## src/rtl/lcp_consts.svh

```systemverilog
// Purpose: offsets, field positions, masks and reset values of the logic cell stage
// Assumes: 32-bit APB data, one aligned word per register
// Notes:   definitions only
`ifndef LCP_CONSTS_SVH
`define LCP_CONSTS_SVH

// register byte addresses
`define LCP_ADDR_CTRL     8'h00
`define LCP_ADDR_POL      8'h04
`define LCP_ADDR_FLAG     8'h08

// control register fields
`define LCP_CTRL_EN_BIT   7
`define LCP_CTRL_OE_BIT   6
`define LCP_CTRL_OUT_BIT  5
`define LCP_CTRL_INTP_BIT 4
`define LCP_CTRL_INTN_BIT 3
`define LCP_CTRL_WMASK    8'hdf
`define LCP_CTRL_RST      8'h00

// polarity register fields
`define LCP_POL_OUTINV_BIT 7
`define LCP_POL_RSV_MASK   8'h70
`define LCP_POL_WMASK      8'h8f

// flag register fields
`define LCP_FLAG_BIT      0
`define LCP_FLAG_RST      1'b0

`endif

```

## src/rtl/lcp_pkg.sv

```systemverilog
// Purpose: types shared by the logic cell stage
// Assumes: field layout as in lcp_consts.svh
// Notes:   control and polarity travel as packed bytes
package lcp_pkg;

    typedef enum logic [2:0] {
        LCP_AND_OR   = 3'b000,
        LCP_OR_XOR   = 3'b001,
        LCP_AND4     = 3'b010,
        LCP_SR_LATCH = 3'b011,
        LCP_DFF_SR   = 3'b100,
        LCP_DFF_R2   = 3'b101,
        LCP_JKFF_R   = 3'b110,
        LCP_LATCH_SR = 3'b111
    } lcp_mode_e;

    typedef struct packed {
        logic      cell_enable;
        logic      pin_output_enable;
        logic      cell_output_value;
        logic      rise_irq_enable;
        logic      fall_irq_enable;
        lcp_mode_e function_select;
    } lcp_ctrl_s;

    typedef struct packed {
        logic       output_invert;
        logic [2:0] unused;
        logic [3:0] gate_invert;
    } lcp_pol_s;

    // one byte per gate: bit 2k+1 takes data k true, bit 2k takes it inverted
    typedef logic [3:0][7:0] lcp_gate_cfg_t;

endpackage : lcp_pkg

```

## src/rtl/lcp_top.sv

```systemverilog
// Purpose: control and polarity stage of a configurable logic cell with APB registers
// Assumes: sel_data arrives asynchronously; gate_cfg comes from logic on pclk
// Notes:   zero wait states; the flag register clears on a written one
//
// The APB interface to the registers and the register addresses were chosen for this implementation.
`timescale 1ns/100ps
`include "lcp_consts.svh"
module lcp_top
    import lcp_pkg::*;
(
    input  wire logic          pclk,
    input  wire logic          presetn,
    input  wire logic          psel,
    input  wire logic          penable,
    input  wire logic          pwrite,
    input  wire logic [7:0]    paddr,
    input  wire logic [31:0]   pwdata,
    output logic [31:0]        prdata,
    output logic               pready,
    output logic               pslverr,
    input  wire logic [3:0]    sel_data,
    input  lcp_gate_cfg_t      gate_cfg,
    output logic               cell_out,
    output logic               pin_out,
    output logic               pin_oe,
    output logic               edge_irq_flag
);

    lcp_ctrl_s   ctrl_r;
    lcp_ctrl_s   ctrl_nxt;
    lcp_pol_s    pol_r;
    lcp_pol_s    pol_nxt;
    logic [3:0]  sync1_r;
    logic [3:0]  sync2_r;
    logic [3:0]  gate_raw;
    logic [3:0]  gate_eff;
    logic        func_res;
    logic        out_r;
    logic        out_nxt;
    logic        prev_r;
    logic        flag_r;
    logic        flag_nxt;
    logic        rise;
    logic        fall;
    logic        setup;
    logic        access;
    logic        wr;
    logic        hit_ctrl;
    logic        hit_pol;
    logic        hit_flag;
    logic        flag_clr;
    logic [7:0]  rd_byte;
    logic        pready_r;
    logic        pready_nxt;
    logic [31:0] prdata_r;
    logic [31:0] prdata_nxt;
    logic        pslverr_r;
    logic        pslverr_nxt;

    ////////////////////////////////////////////////////////////////////////////
    // data gate: AND of enabled terms, zero with no term enabled
    function automatic logic gate_and(input logic [7:0] sel, input logic [3:0] d);
        logic acc;
        acc = |sel;
        for (int k = 0; k < 4; k++) begin
            if (sel[2*k+1] && !d[k]) acc = 1'b0;
            if (sel[2*k] && d[k]) acc = 1'b0;
        end
        return acc;
    endfunction : gate_and

    ////////////////////////////////////////////////////////////////////////////
    // input synchroniser
    always_ff @(posedge pclk or negedge presetn) begin
        if (!presetn) begin
            sync1_r <= 4'h0;
            sync2_r <= 4'h0;
        end else begin
            sync1_r <= sel_data;
            sync2_r <= sync1_r;
        end
    end

    ////////////////////////////////////////////////////////////////////////////
    // APB decode
    assign setup    = psel & ~penable;
    assign access   = psel & penable & pready_r;
    assign wr       = access & pwrite;
    assign hit_ctrl = (paddr == `LCP_ADDR_CTRL);
    assign hit_pol  = (paddr == `LCP_ADDR_POL);
    assign hit_flag = (paddr == `LCP_ADDR_FLAG);
    assign flag_clr = wr & hit_flag & pwdata[`LCP_FLAG_BIT];

    always_comb begin
        rd_byte = 8'h00;
        if (hit_ctrl) begin
            rd_byte = ctrl_r;
            rd_byte[`LCP_CTRL_OUT_BIT] = out_r;
        end else if (hit_pol) begin
            rd_byte = pol_r & ~`LCP_POL_RSV_MASK;
        end else if (hit_flag) begin
            rd_byte[`LCP_FLAG_BIT] = flag_r;
        end
    end

    always_comb begin
        pready_nxt  = setup;
        prdata_nxt  = prdata_r;
        pslverr_nxt = 1'b0;
        if (setup) begin
            pslverr_nxt = ~(hit_ctrl | hit_pol | hit_flag);
            prdata_nxt  = 32'h0000_0000;
            if (!pwrite) prdata_nxt = {24'h00_0000, rd_byte};
        end
    end

    always_ff @(posedge pclk or negedge presetn) begin
        if (!presetn) begin
            pready_r  <= 1'b0;
            prdata_r  <= 32'h0000_0000;
            pslverr_r <= 1'b0;
        end else begin
            pready_r  <= pready_nxt;
            prdata_r  <= prdata_nxt;
            pslverr_r <= pslverr_nxt;
        end
    end

    ////////////////////////////////////////////////////////////////////////////
    // register writes
    // write on access edge
    always_comb begin
        ctrl_nxt = ctrl_r;
        pol_nxt  = pol_r;
        if (wr && hit_ctrl) ctrl_nxt = lcp_ctrl_s'(pwdata[7:0] & `LCP_CTRL_WMASK);
        if (wr && hit_pol) pol_nxt = lcp_pol_s'(pwdata[7:0] & `LCP_POL_WMASK);
    end

    always_ff @(posedge pclk or negedge presetn) begin
        if (!presetn) begin
            ctrl_r <= lcp_ctrl_s'(`LCP_CTRL_RST);
        end else begin
            ctrl_r <= ctrl_nxt;
        end
    end

    always_ff @(posedge pclk) begin
        pol_r <= pol_nxt;
    end

    ////////////////////////////////////////////////////////////////////////////
    // datapath; nothing here is gated by a sleep state
    // gate AND stage
    always_comb begin
        for (int g = 0; g < 4; g++) begin
            gate_raw[g] = gate_and(gate_cfg[g], sync2_r);
        end
    end

    assign gate_eff = gate_raw ^ pol_r.gate_invert;

    lcp_func u_func (
        .pclk    (pclk),
        .presetn (presetn),
        .run     (ctrl_r.cell_enable),
        .mode    (ctrl_r.function_select),
        .gate    (gate_eff),
        .result  (func_res)
    );

    assign out_nxt = ctrl_r.cell_enable & (func_res ^ pol_r.output_invert);

    ////////////////////////////////////////////////////////////////////////////
    // edge detection and flag
    // compare with previous output
    assign rise = out_r & ~prev_r;
    assign fall = ~out_r & prev_r;

    always_comb begin
        flag_nxt = flag_r & ~flag_clr;
        if ((rise && ctrl_r.rise_irq_enable) || (fall && ctrl_r.fall_irq_enable)) flag_nxt = 1'b1;
    end

    always_ff @(posedge pclk or negedge presetn) begin
        if (!presetn) begin
            out_r  <= 1'b0;
            prev_r <= 1'b0;
            flag_r <= `LCP_FLAG_RST;
        end else begin
            out_r  <= out_nxt;
            prev_r <= out_r;
            flag_r <= flag_nxt;
        end
    end

    ////////////////////////////////////////////////////////////////////////////
    // outputs
    // pin drive follows enable
    assign pin_oe        = ctrl_r.pin_output_enable;
    assign pin_out       = out_r;
    assign cell_out      = out_r;
    assign edge_irq_flag = flag_r;
    assign prdata        = prdata_r;
    assign pready        = pready_r;
    assign pslverr       = pslverr_r;
endmodule : lcp_top

```

## src/rtl/lcp_func.sv

```systemverilog
// Purpose: eight-way logic function of the cell
// Assumes: gates already inverted as configured; state sampled on pclk
// Notes:   g1 is the clock input of the flip-flop modes; g3 reset, g4 set in LCP_DFF_SR and LCP_LATCH_SR
`timescale 1ns/100ps
module lcp_func
    import lcp_pkg::*;
(
    input  wire logic       pclk,
    input  wire logic       presetn,
    input  wire logic       run,
    input  lcp_mode_e       mode,
    input  wire logic [3:0] gate,
    output logic            result
);

    logic state_r;
    logic state_nxt;
    logic clk_prev_r;
    logic clk_prev_nxt;
    logic g1;
    logic g2;
    logic g3;
    logic g4;
    logic clk_rise;

    assign {g4, g3, g2, g1} = gate;
    assign clk_rise = g1 & ~clk_prev_r;

    ////////////////////////////////////////////////////////////////////////////
    // storage modes
    always_comb begin
        state_nxt    = state_r;
        clk_prev_nxt = g1;
        if (!run) begin
            state_nxt = 1'b0;
        end else begin
            unique case (mode)
                LCP_AND_OR, LCP_OR_XOR, LCP_AND4: begin
                    state_nxt = 1'b0;
                end
                LCP_SR_LATCH: begin
                    if (g3 | g4) state_nxt = 1'b0;
                    else if (g1 | g2) state_nxt = 1'b1;
                end
                LCP_DFF_SR: begin
                    if (g3) state_nxt = 1'b0;
                    else if (g4) state_nxt = 1'b1;
                    else if (clk_rise) state_nxt = g2;
                end
                LCP_DFF_R2: begin
                    if (g3) state_nxt = 1'b0;
                    else if (clk_rise) state_nxt = g2 & g4;
                end
                LCP_JKFF_R: begin
                    if (g3) state_nxt = 1'b0;
                    else if (clk_rise && (g2 || g4)) state_nxt = g2 & (~g4 | ~state_r);
                end
                LCP_LATCH_SR: begin
                    if (g3) state_nxt = 1'b0;
                    else if (g4) state_nxt = 1'b1;
                    else if (g1) state_nxt = g2;
                end
            endcase
        end
    end

    always_ff @(posedge pclk or negedge presetn) begin
        if (!presetn) begin
            state_r    <= 1'b0;
            clk_prev_r <= 1'b0;
        end else begin
            state_r    <= state_nxt;
            clk_prev_r <= clk_prev_nxt;
        end
    end

    ////////////////////////////////////////////////////////////////////////////
    // combinational modes
    always_comb begin
        unique case (mode)
            LCP_AND_OR: result = (g1 & g2) | (g3 & g4);
            LCP_OR_XOR: result = (g1 | g2) ^ (g3 | g4);
            LCP_AND4:   result = g1 & g2 & g3 & g4;
            LCP_SR_LATCH, LCP_DFF_SR, LCP_DFF_R2, LCP_JKFF_R, LCP_LATCH_SR: result = state_r;
        endcase
    end
endmodule : lcp_func

```

## config.mk

```make
export PLATFORM = sky130hd
export DESIGN_NAME = lcp_top
export DESIGN_NICKNAME = d
export VERILOG_FILES = /design/src/rtl/lcp_pkg.sv /design/src/rtl/lcp_top.sv /design/src/rtl/lcp_func.sv
export VERILOG_INCLUDE_DIRS = /design/src /design/src/rtl
export SDC_FILE = /design/constraint.sdc
export NUM_CORES = 1
export LEC_CHECK = 0
export BUFFER_PORTS_ARGS = -buffer_cell sky130_fd_sc_hd__clkbuf_2
export CAP_MARGIN = 10
export CORE_ASPECT_RATIO = 0.8
export CORE_MARGIN = 2
export CORE_UTILIZATION = 35
export CTS_CLUSTER_DIAMETER = 30
export DETAILED_ROUTE_END_ITERATION = 8
export PLACE_DENSITY = 0.66
export RECOVER_POWER = 100
export SLEW_MARGIN = 5
export SYNTH_ARGS = -nofsm -noshare
export SYNTH_HDL_FRONTEND = slang
export SYNTH_SLANG_ARGS = --single-unit
```

## constraint.sdc

```tcl
create_clock -name pclk -period 3.65 [get_ports pclk]
set_input_delay 0.365 -clock pclk [delete_from_list [all_inputs] [get_ports pclk]]
set_output_delay 0.365 -clock pclk [all_outputs]
set_load 0.03 [all_outputs]
```

After elaboration in Yosys (flattened, before gate mapping):

Index checks and enable logic that the tools add are counted.

* eq/ne operators: 14
* multiplexer cells: 54
* bitwise logic cells: 34
* reduce and logical (&&, ||, !) cells: 52

Operators with widths (number)
* two-way mux 1 bit: 49
* logical AND 1 bit: 37
* OR reduction 8 bit: 4
* AND 1 bit: 17
* two-way mux 8 bit: 2
* equality test 3 bit (second input constant): 4
* equality test 8 x 3 -> 1 bit (second input constant): 1
* equality test 8 x 4 -> 1 bit (second input constant): 1
* zero test 8 bit: 1
* != test 4 x 3 -> 1 bit (second input constant): 2
* inverter 1 bit: 8
* two-way mux 7 bit: 1
* equality test 3 x 2 -> 1 bit (second input constant): 2
* bitwise OR 1 bit: 6
* case mux 1 bit (6 select lines): 1
* != test 5 x 4 -> 1 bit (second input constant): 1
* != test 5 bit (second input constant): 1
* AND reduction 5 bit: 1
* OR reduction 5 bit: 1
* zero test 1 bit: 4
* != test 4 x 2 -> 1 bit (second input constant): 1
* case mux 1 bit (4 select lines): 1
* XOR 4 bit: 1
* equality test 3 x 1 -> 1 bit (second input constant): 1
* other kinds (4): 6

* register bits after elaboration: 59
* input port bits: 81
* word-level logic and storage cells: 171

Longest topological paths before layout:

* word-level depth: 18
* mapped depth: 13
* gate-level depth less buffers: 11

Modules after synthesis:

A second synthesis with hierarchy kept.

* cells, all modules: 191
* area total of the unflattened synthesis: 2010.7 sq um

By module, submodules not included
* lcp_top: instances 1, cells each 159, area each 1759.2 sq um, sequential area each 850.8 sq um
* lcp_func: instances 1, cells each 32, area each 251.5 sq um, sequential area each 50.0 sq um

Worst setup path after synthesis:

No wires, ideal clock.

* path kind: flip-flop to flip-flop
* start: register sync2_r[0]
* end: register out_r (netlist: cell_out)
* setup time: 0.079 ns
* data arrival time: 2.526 ns
* slack: 1.045 ns
* stages on the path, launching flop included: 14
* buffers on the path: 2
* period minus slack after synthesis: 2.605 ns
* cell sequence: dfrtp_1 -> buf_6 -> mux2i_1 -> nand2_1 -> or4_1 -> and2_4 -> buf_6 -> and2_1 -> ha_1 -> inv_1 -> a211oi_1 -> a21oi_1 -> o22ai_2 -> mux2i_1

* longest elaborated chain between the ends: 17

Ends and longest elaborated chain
* start, declared: RTL line lcp_top.sv:34 `logic [3:0] sync2_r;`
* start signal, assigned: RTL line lcp_top.sv:80 `sync2_r <= sync1_r;`
* zero test 1 bit: RTL line lcp_top.sv:66 `if (sel[2*k+1] && !d[k]) acc = 1'b0;`
* logical AND 1 bit: RTL line lcp_top.sv:66
* two-way mux 1 bit: RTL line lcp_top.sv:66
* two-way mux 1 bit: RTL line lcp_top.sv:67 `if (sel[2*k] && d[k]) acc = 1'b0;`
* two-way mux 1 bit: RTL line lcp_top.sv:66
* two-way mux 1 bit: RTL line lcp_top.sv:67
* two-way mux 1 bit: RTL line lcp_top.sv:66
* two-way mux 1 bit: RTL line lcp_top.sv:67
* two-way mux 1 bit: RTL line lcp_top.sv:66
* two-way mux 1 bit: RTL line lcp_top.sv:67
* XOR 4 bit *: RTL line lcp_top.sv:160 `assign gate_eff = gate_raw ^ pol_r.gate_invert;`
* AND 1 bit: RTL line lcp_func.sv:81, lcp_func.sv:83
* AND 1 bit (2 in a row): RTL line lcp_func.sv:83 `LCP_AND4: result = g1 & g2 & g3 & g4;`
* case mux 1 bit (4 select lines) *: RTL line lcp_func.sv:80 `unique case (mode)`
* XOR 1 bit *: RTL line lcp_top.sv:171 `assign out_nxt = ctrl_r.cell_enable & (func_res ^ pol_r.output_invert);`
* AND 1 bit *: RTL line lcp_top.sv:171
* via out_nxt: RTL line lcp_top.sv:39 `logic out_nxt;`
* end signal, assigned: RTL line lcp_top.sv:190 `out_r <= out_nxt;`
* end, declared: RTL line lcp_top.sv:38 `logic out_r;`

Mark *: on every way through the listed nets, which the timed path passes. The rest lies on a longest branch.
A chain may end at the register's enable or synchronous reset.

Final worst setup path:

Ends and elaborated chain as after synthesis.

==> impl_metrics.tcl <==
set metrics [dict create \
    antenna_left 0 \
    grt_overflow 0 \
    cts-resized-gates 0 \
    start_kind "flop" \
    cap_violations 1 \
    dp_cells 345 \
    cts_made_buffers 5 \
    cts_setup_buffers 0 \
    post-route-drc-count 0 \
    yosysTopAreaCellShare_pct 36.0 \
    cts_tree "yes" \
    clock_sinks 35 \
    drv_slew 31 \
    drtIter0Drc 65 \
    hold_violations 0 \
    synth.avg_cell_area_um2 10.3 \
    postCtsHoldBufs 0 \
    via_count 1645 \
    nets 353 \
    layout-area-overhead-vs-synth_pct 16.4 \
    die_h_um 73.0 \
    fp.coreArea_um2 5820 \
    clock_latency_ns 0.28 \
    grt_max_degree 31 \
    nFillCells 576 \
    ys_warn_count 0 \
    path_class "flop to flop" \
    period_needed_ns 3.02 \
    seq_area_frac_synth_pct 43.2 \
    place_congestion 0.811 \
    dieArea_um2 6590 \
    outcome "finished, violations left" \
    vias_per_cell 4.66 \
    ff_latch_area_um2 901 \
    grt_pass1_vias 1609 \
    firstDrtPassIters 4 \
    yosysMostFrequentCell "dfrtp_1" \
    rsz0062_at_grt "false" \
    portBuffers 69 \
    period_share_pct 82.8 \
    fin_cells 353 \
    hpwlAfterDp_um 3350 \
    powerDensity_nw_per_um2 327 \
    cp-end-kind "flop" \
    rows 25 \
    ys_types 43 \
    grt_pass1_wl_um 7220 \
    p_leak_uw 0.00109 \
    cp_data_required_time_ns 3.84 \
    wl_per_cell_um 11.8 \
    clk_path_buf_depth 2 \
    tightest_slew_ns 1.53 \
    violations "max-capacitance violations, max-slew violations" \
    synthFlopType "dfrtp_1" \
    htreeDepth 2 \
    clock_skew_ns 0.00626 \
    async_reset_ff_share_pct 85.7 \
    clkTransAtPathRegs_ns 0.07 \
    fmax_mhz 331 \
    synth_commonest_cells "30 x dfrtp_1, 25 x buf_4, 22 x nand2_1" \
    finalWirelength_um 4150 \
    slew-limit-headroom_pct -2.31 \
    gr-usage-all-layers_pct 13.7 \
    setup_viol 0 \
    synth.ff_latch_count 35 \
    synth_edf_count 5 \
    total_power_uw 792 \
    synthTopCellsByArea "dfrtp_1 36%, buf_4 9.0%, mux2i_1 7.7%" \
    r2r_slack_ns 0.63 \
    drive_gt1_share_pct 25.4 \
    cp_max_fo 7 \
    final.setup.tns_ns 0 \
    n_antenna_cell 0 \
    synthCells 203 \
    syn_area_um2 2080 \
    die_w_um 90.3 \
    initial_core_util_pct 35.8 \
    ioPinCount 119 \
    antenna_found_initial 0 \
    root_buffer "clkbuf_8" \
    yosysTopAreaCell "dfrtp_1" \
    min_path_type "primary input to flop" \
    ir_drop_mv 0.208 \
    multi_input_area_um2 990 \
    arrival_ns 3.21 \
]
state kept, by name, indices dropped and copies added (netlist names):
name               cells
prdata                 8
ctrl_r                 6
pol_r                  5
sync1_r                4
sync2_r                4
cell_out               1
edge_irq_flag          1
pin_oe                 1
pready                 1
prev_r                 1
pslverr                1
u_func.clk_prev_r      1
u_func.state_r         1
per-layer routing:
metal / GRT usage [%] / wire, um / share of wire (%)
met3: 2.27 / 220 / 5.3
met4: 5.47 / 46 / 1.1
met2: 24.2 / 2050 / 49
met5: 0 / 0 / 0
met1: 17.0 / 1830 / 44
cells by family (layout without fill, tap and decap cells):
group | Yosys count | count (layout) | share of synthesized area [%]
other | 1 | 24 | 0.180
DFF | 35 | 35 | 43.2
xor gates and xnor gates | 3 | 3 | 3.42
and+or+nand+nor | 69 | 69 | 17.8
buffers and inverters | 38 | 84 | 12.8
adders and majority gates | 1 | 1 | 0.601
AOI/OAI and AO/OA | 33 | 33 | 10.5
muxes | 23 | 23 | 11.5
power by group:
| group | total (uW) | switching [uW] | internal [uW] |
|---|---|---|---|
| logic | 111 | 73.4 | 38.1 |
| registers | 409 | 6.70 | 402 |
| clock network | 272 | 139 | 133 |
| total | 792 | 219 | 573 |
critical path, stage by stage, from the launching register on:
cell and delay (ns):
dfrtp_1 0.50, mux2i_1 0.23, nand2_1 0.09, or4_1 0.53
and2_0 0.28, and2_1 0.21, ha_1 0.26, inv_1 0.04
a211oi_1 0.25, a21oi_1 0.09, o22ai_2 0.19, mux2i_1 0.26
metrics by stage:
step / cell area (um2) / setup slack, ns / hold WS, ns / utilization (%)
2_1_floorplan: 2170 / 1.04 / 0.0694 / -
3_3_place_gp: 2380 / 0.872 / 0.336 / 40.9
3_5_place_dp: 2380 / 0.833 / 0.336 / 40.9
4_1_cts: 2470 / 0.737 / 0.144 / 42.4
5_1_grt: 2420 / 0.376 / 0.168 / 41.7
6_report: 2420 / 0.629 / 0.182 / 41.7
cell type report:
type / count / share of cell area, %
Multi-Input combinational cell: 153 / 40.8
Sequential cell: 35 / 37.2
Timing Repair Buffer: 70 / 13.3
Tap cell: 81 / 4.18
Clock buffer: 5 / 2.84
Inverter: 6 / 0.929
Clock inverter: 3 / 0.774
layout by cell type, fill, tap and decap left out, types with 3 or more instances in the layout:
| cell type | n |
|---|---|
| clkbuf_2 | 48 |
| dfrtp_1 | 30 |
| conb_1 | 24 |
| nand2_1 | 22 |
| clkbuf_1 | 22 |
| mux2i_1 | 16 |
| o21ai_0 | 12 |
| nor2_1 | 9 |
| or4_1 | 7 |
| nand4_1 | 6 |
| inv_1 | 6 |
| clkbuf_8 | 5 |
| edfxtp_1 | 5 |
| nor4_1 | 4 |
| a21oi_1 | 4 |
| nor3_1 | 4 |
| mux2_2 | 4 |
| a22oi_1 | 4 |
| mux2_1 | 3 |
| a211oi_1 | 3 |
| and2_1 | 3 |
final timing paths:
path / start / endpoint / cells after the start
min: sel_data[0] / sync1_r[0] / 1
min reg2reg: sync1_r[3] / sync2_r[3] / 0
max reg2reg: sync2_r[0] / cell_out / 11
max: sync2_r[0] / cell_out / 11
min in group asynchronous: presetn / sync1_r[0] / 1
max in group asynchronous: presetn / prdata[0] / 1
No activity file was read; power rests on OpenSTA's default activity.
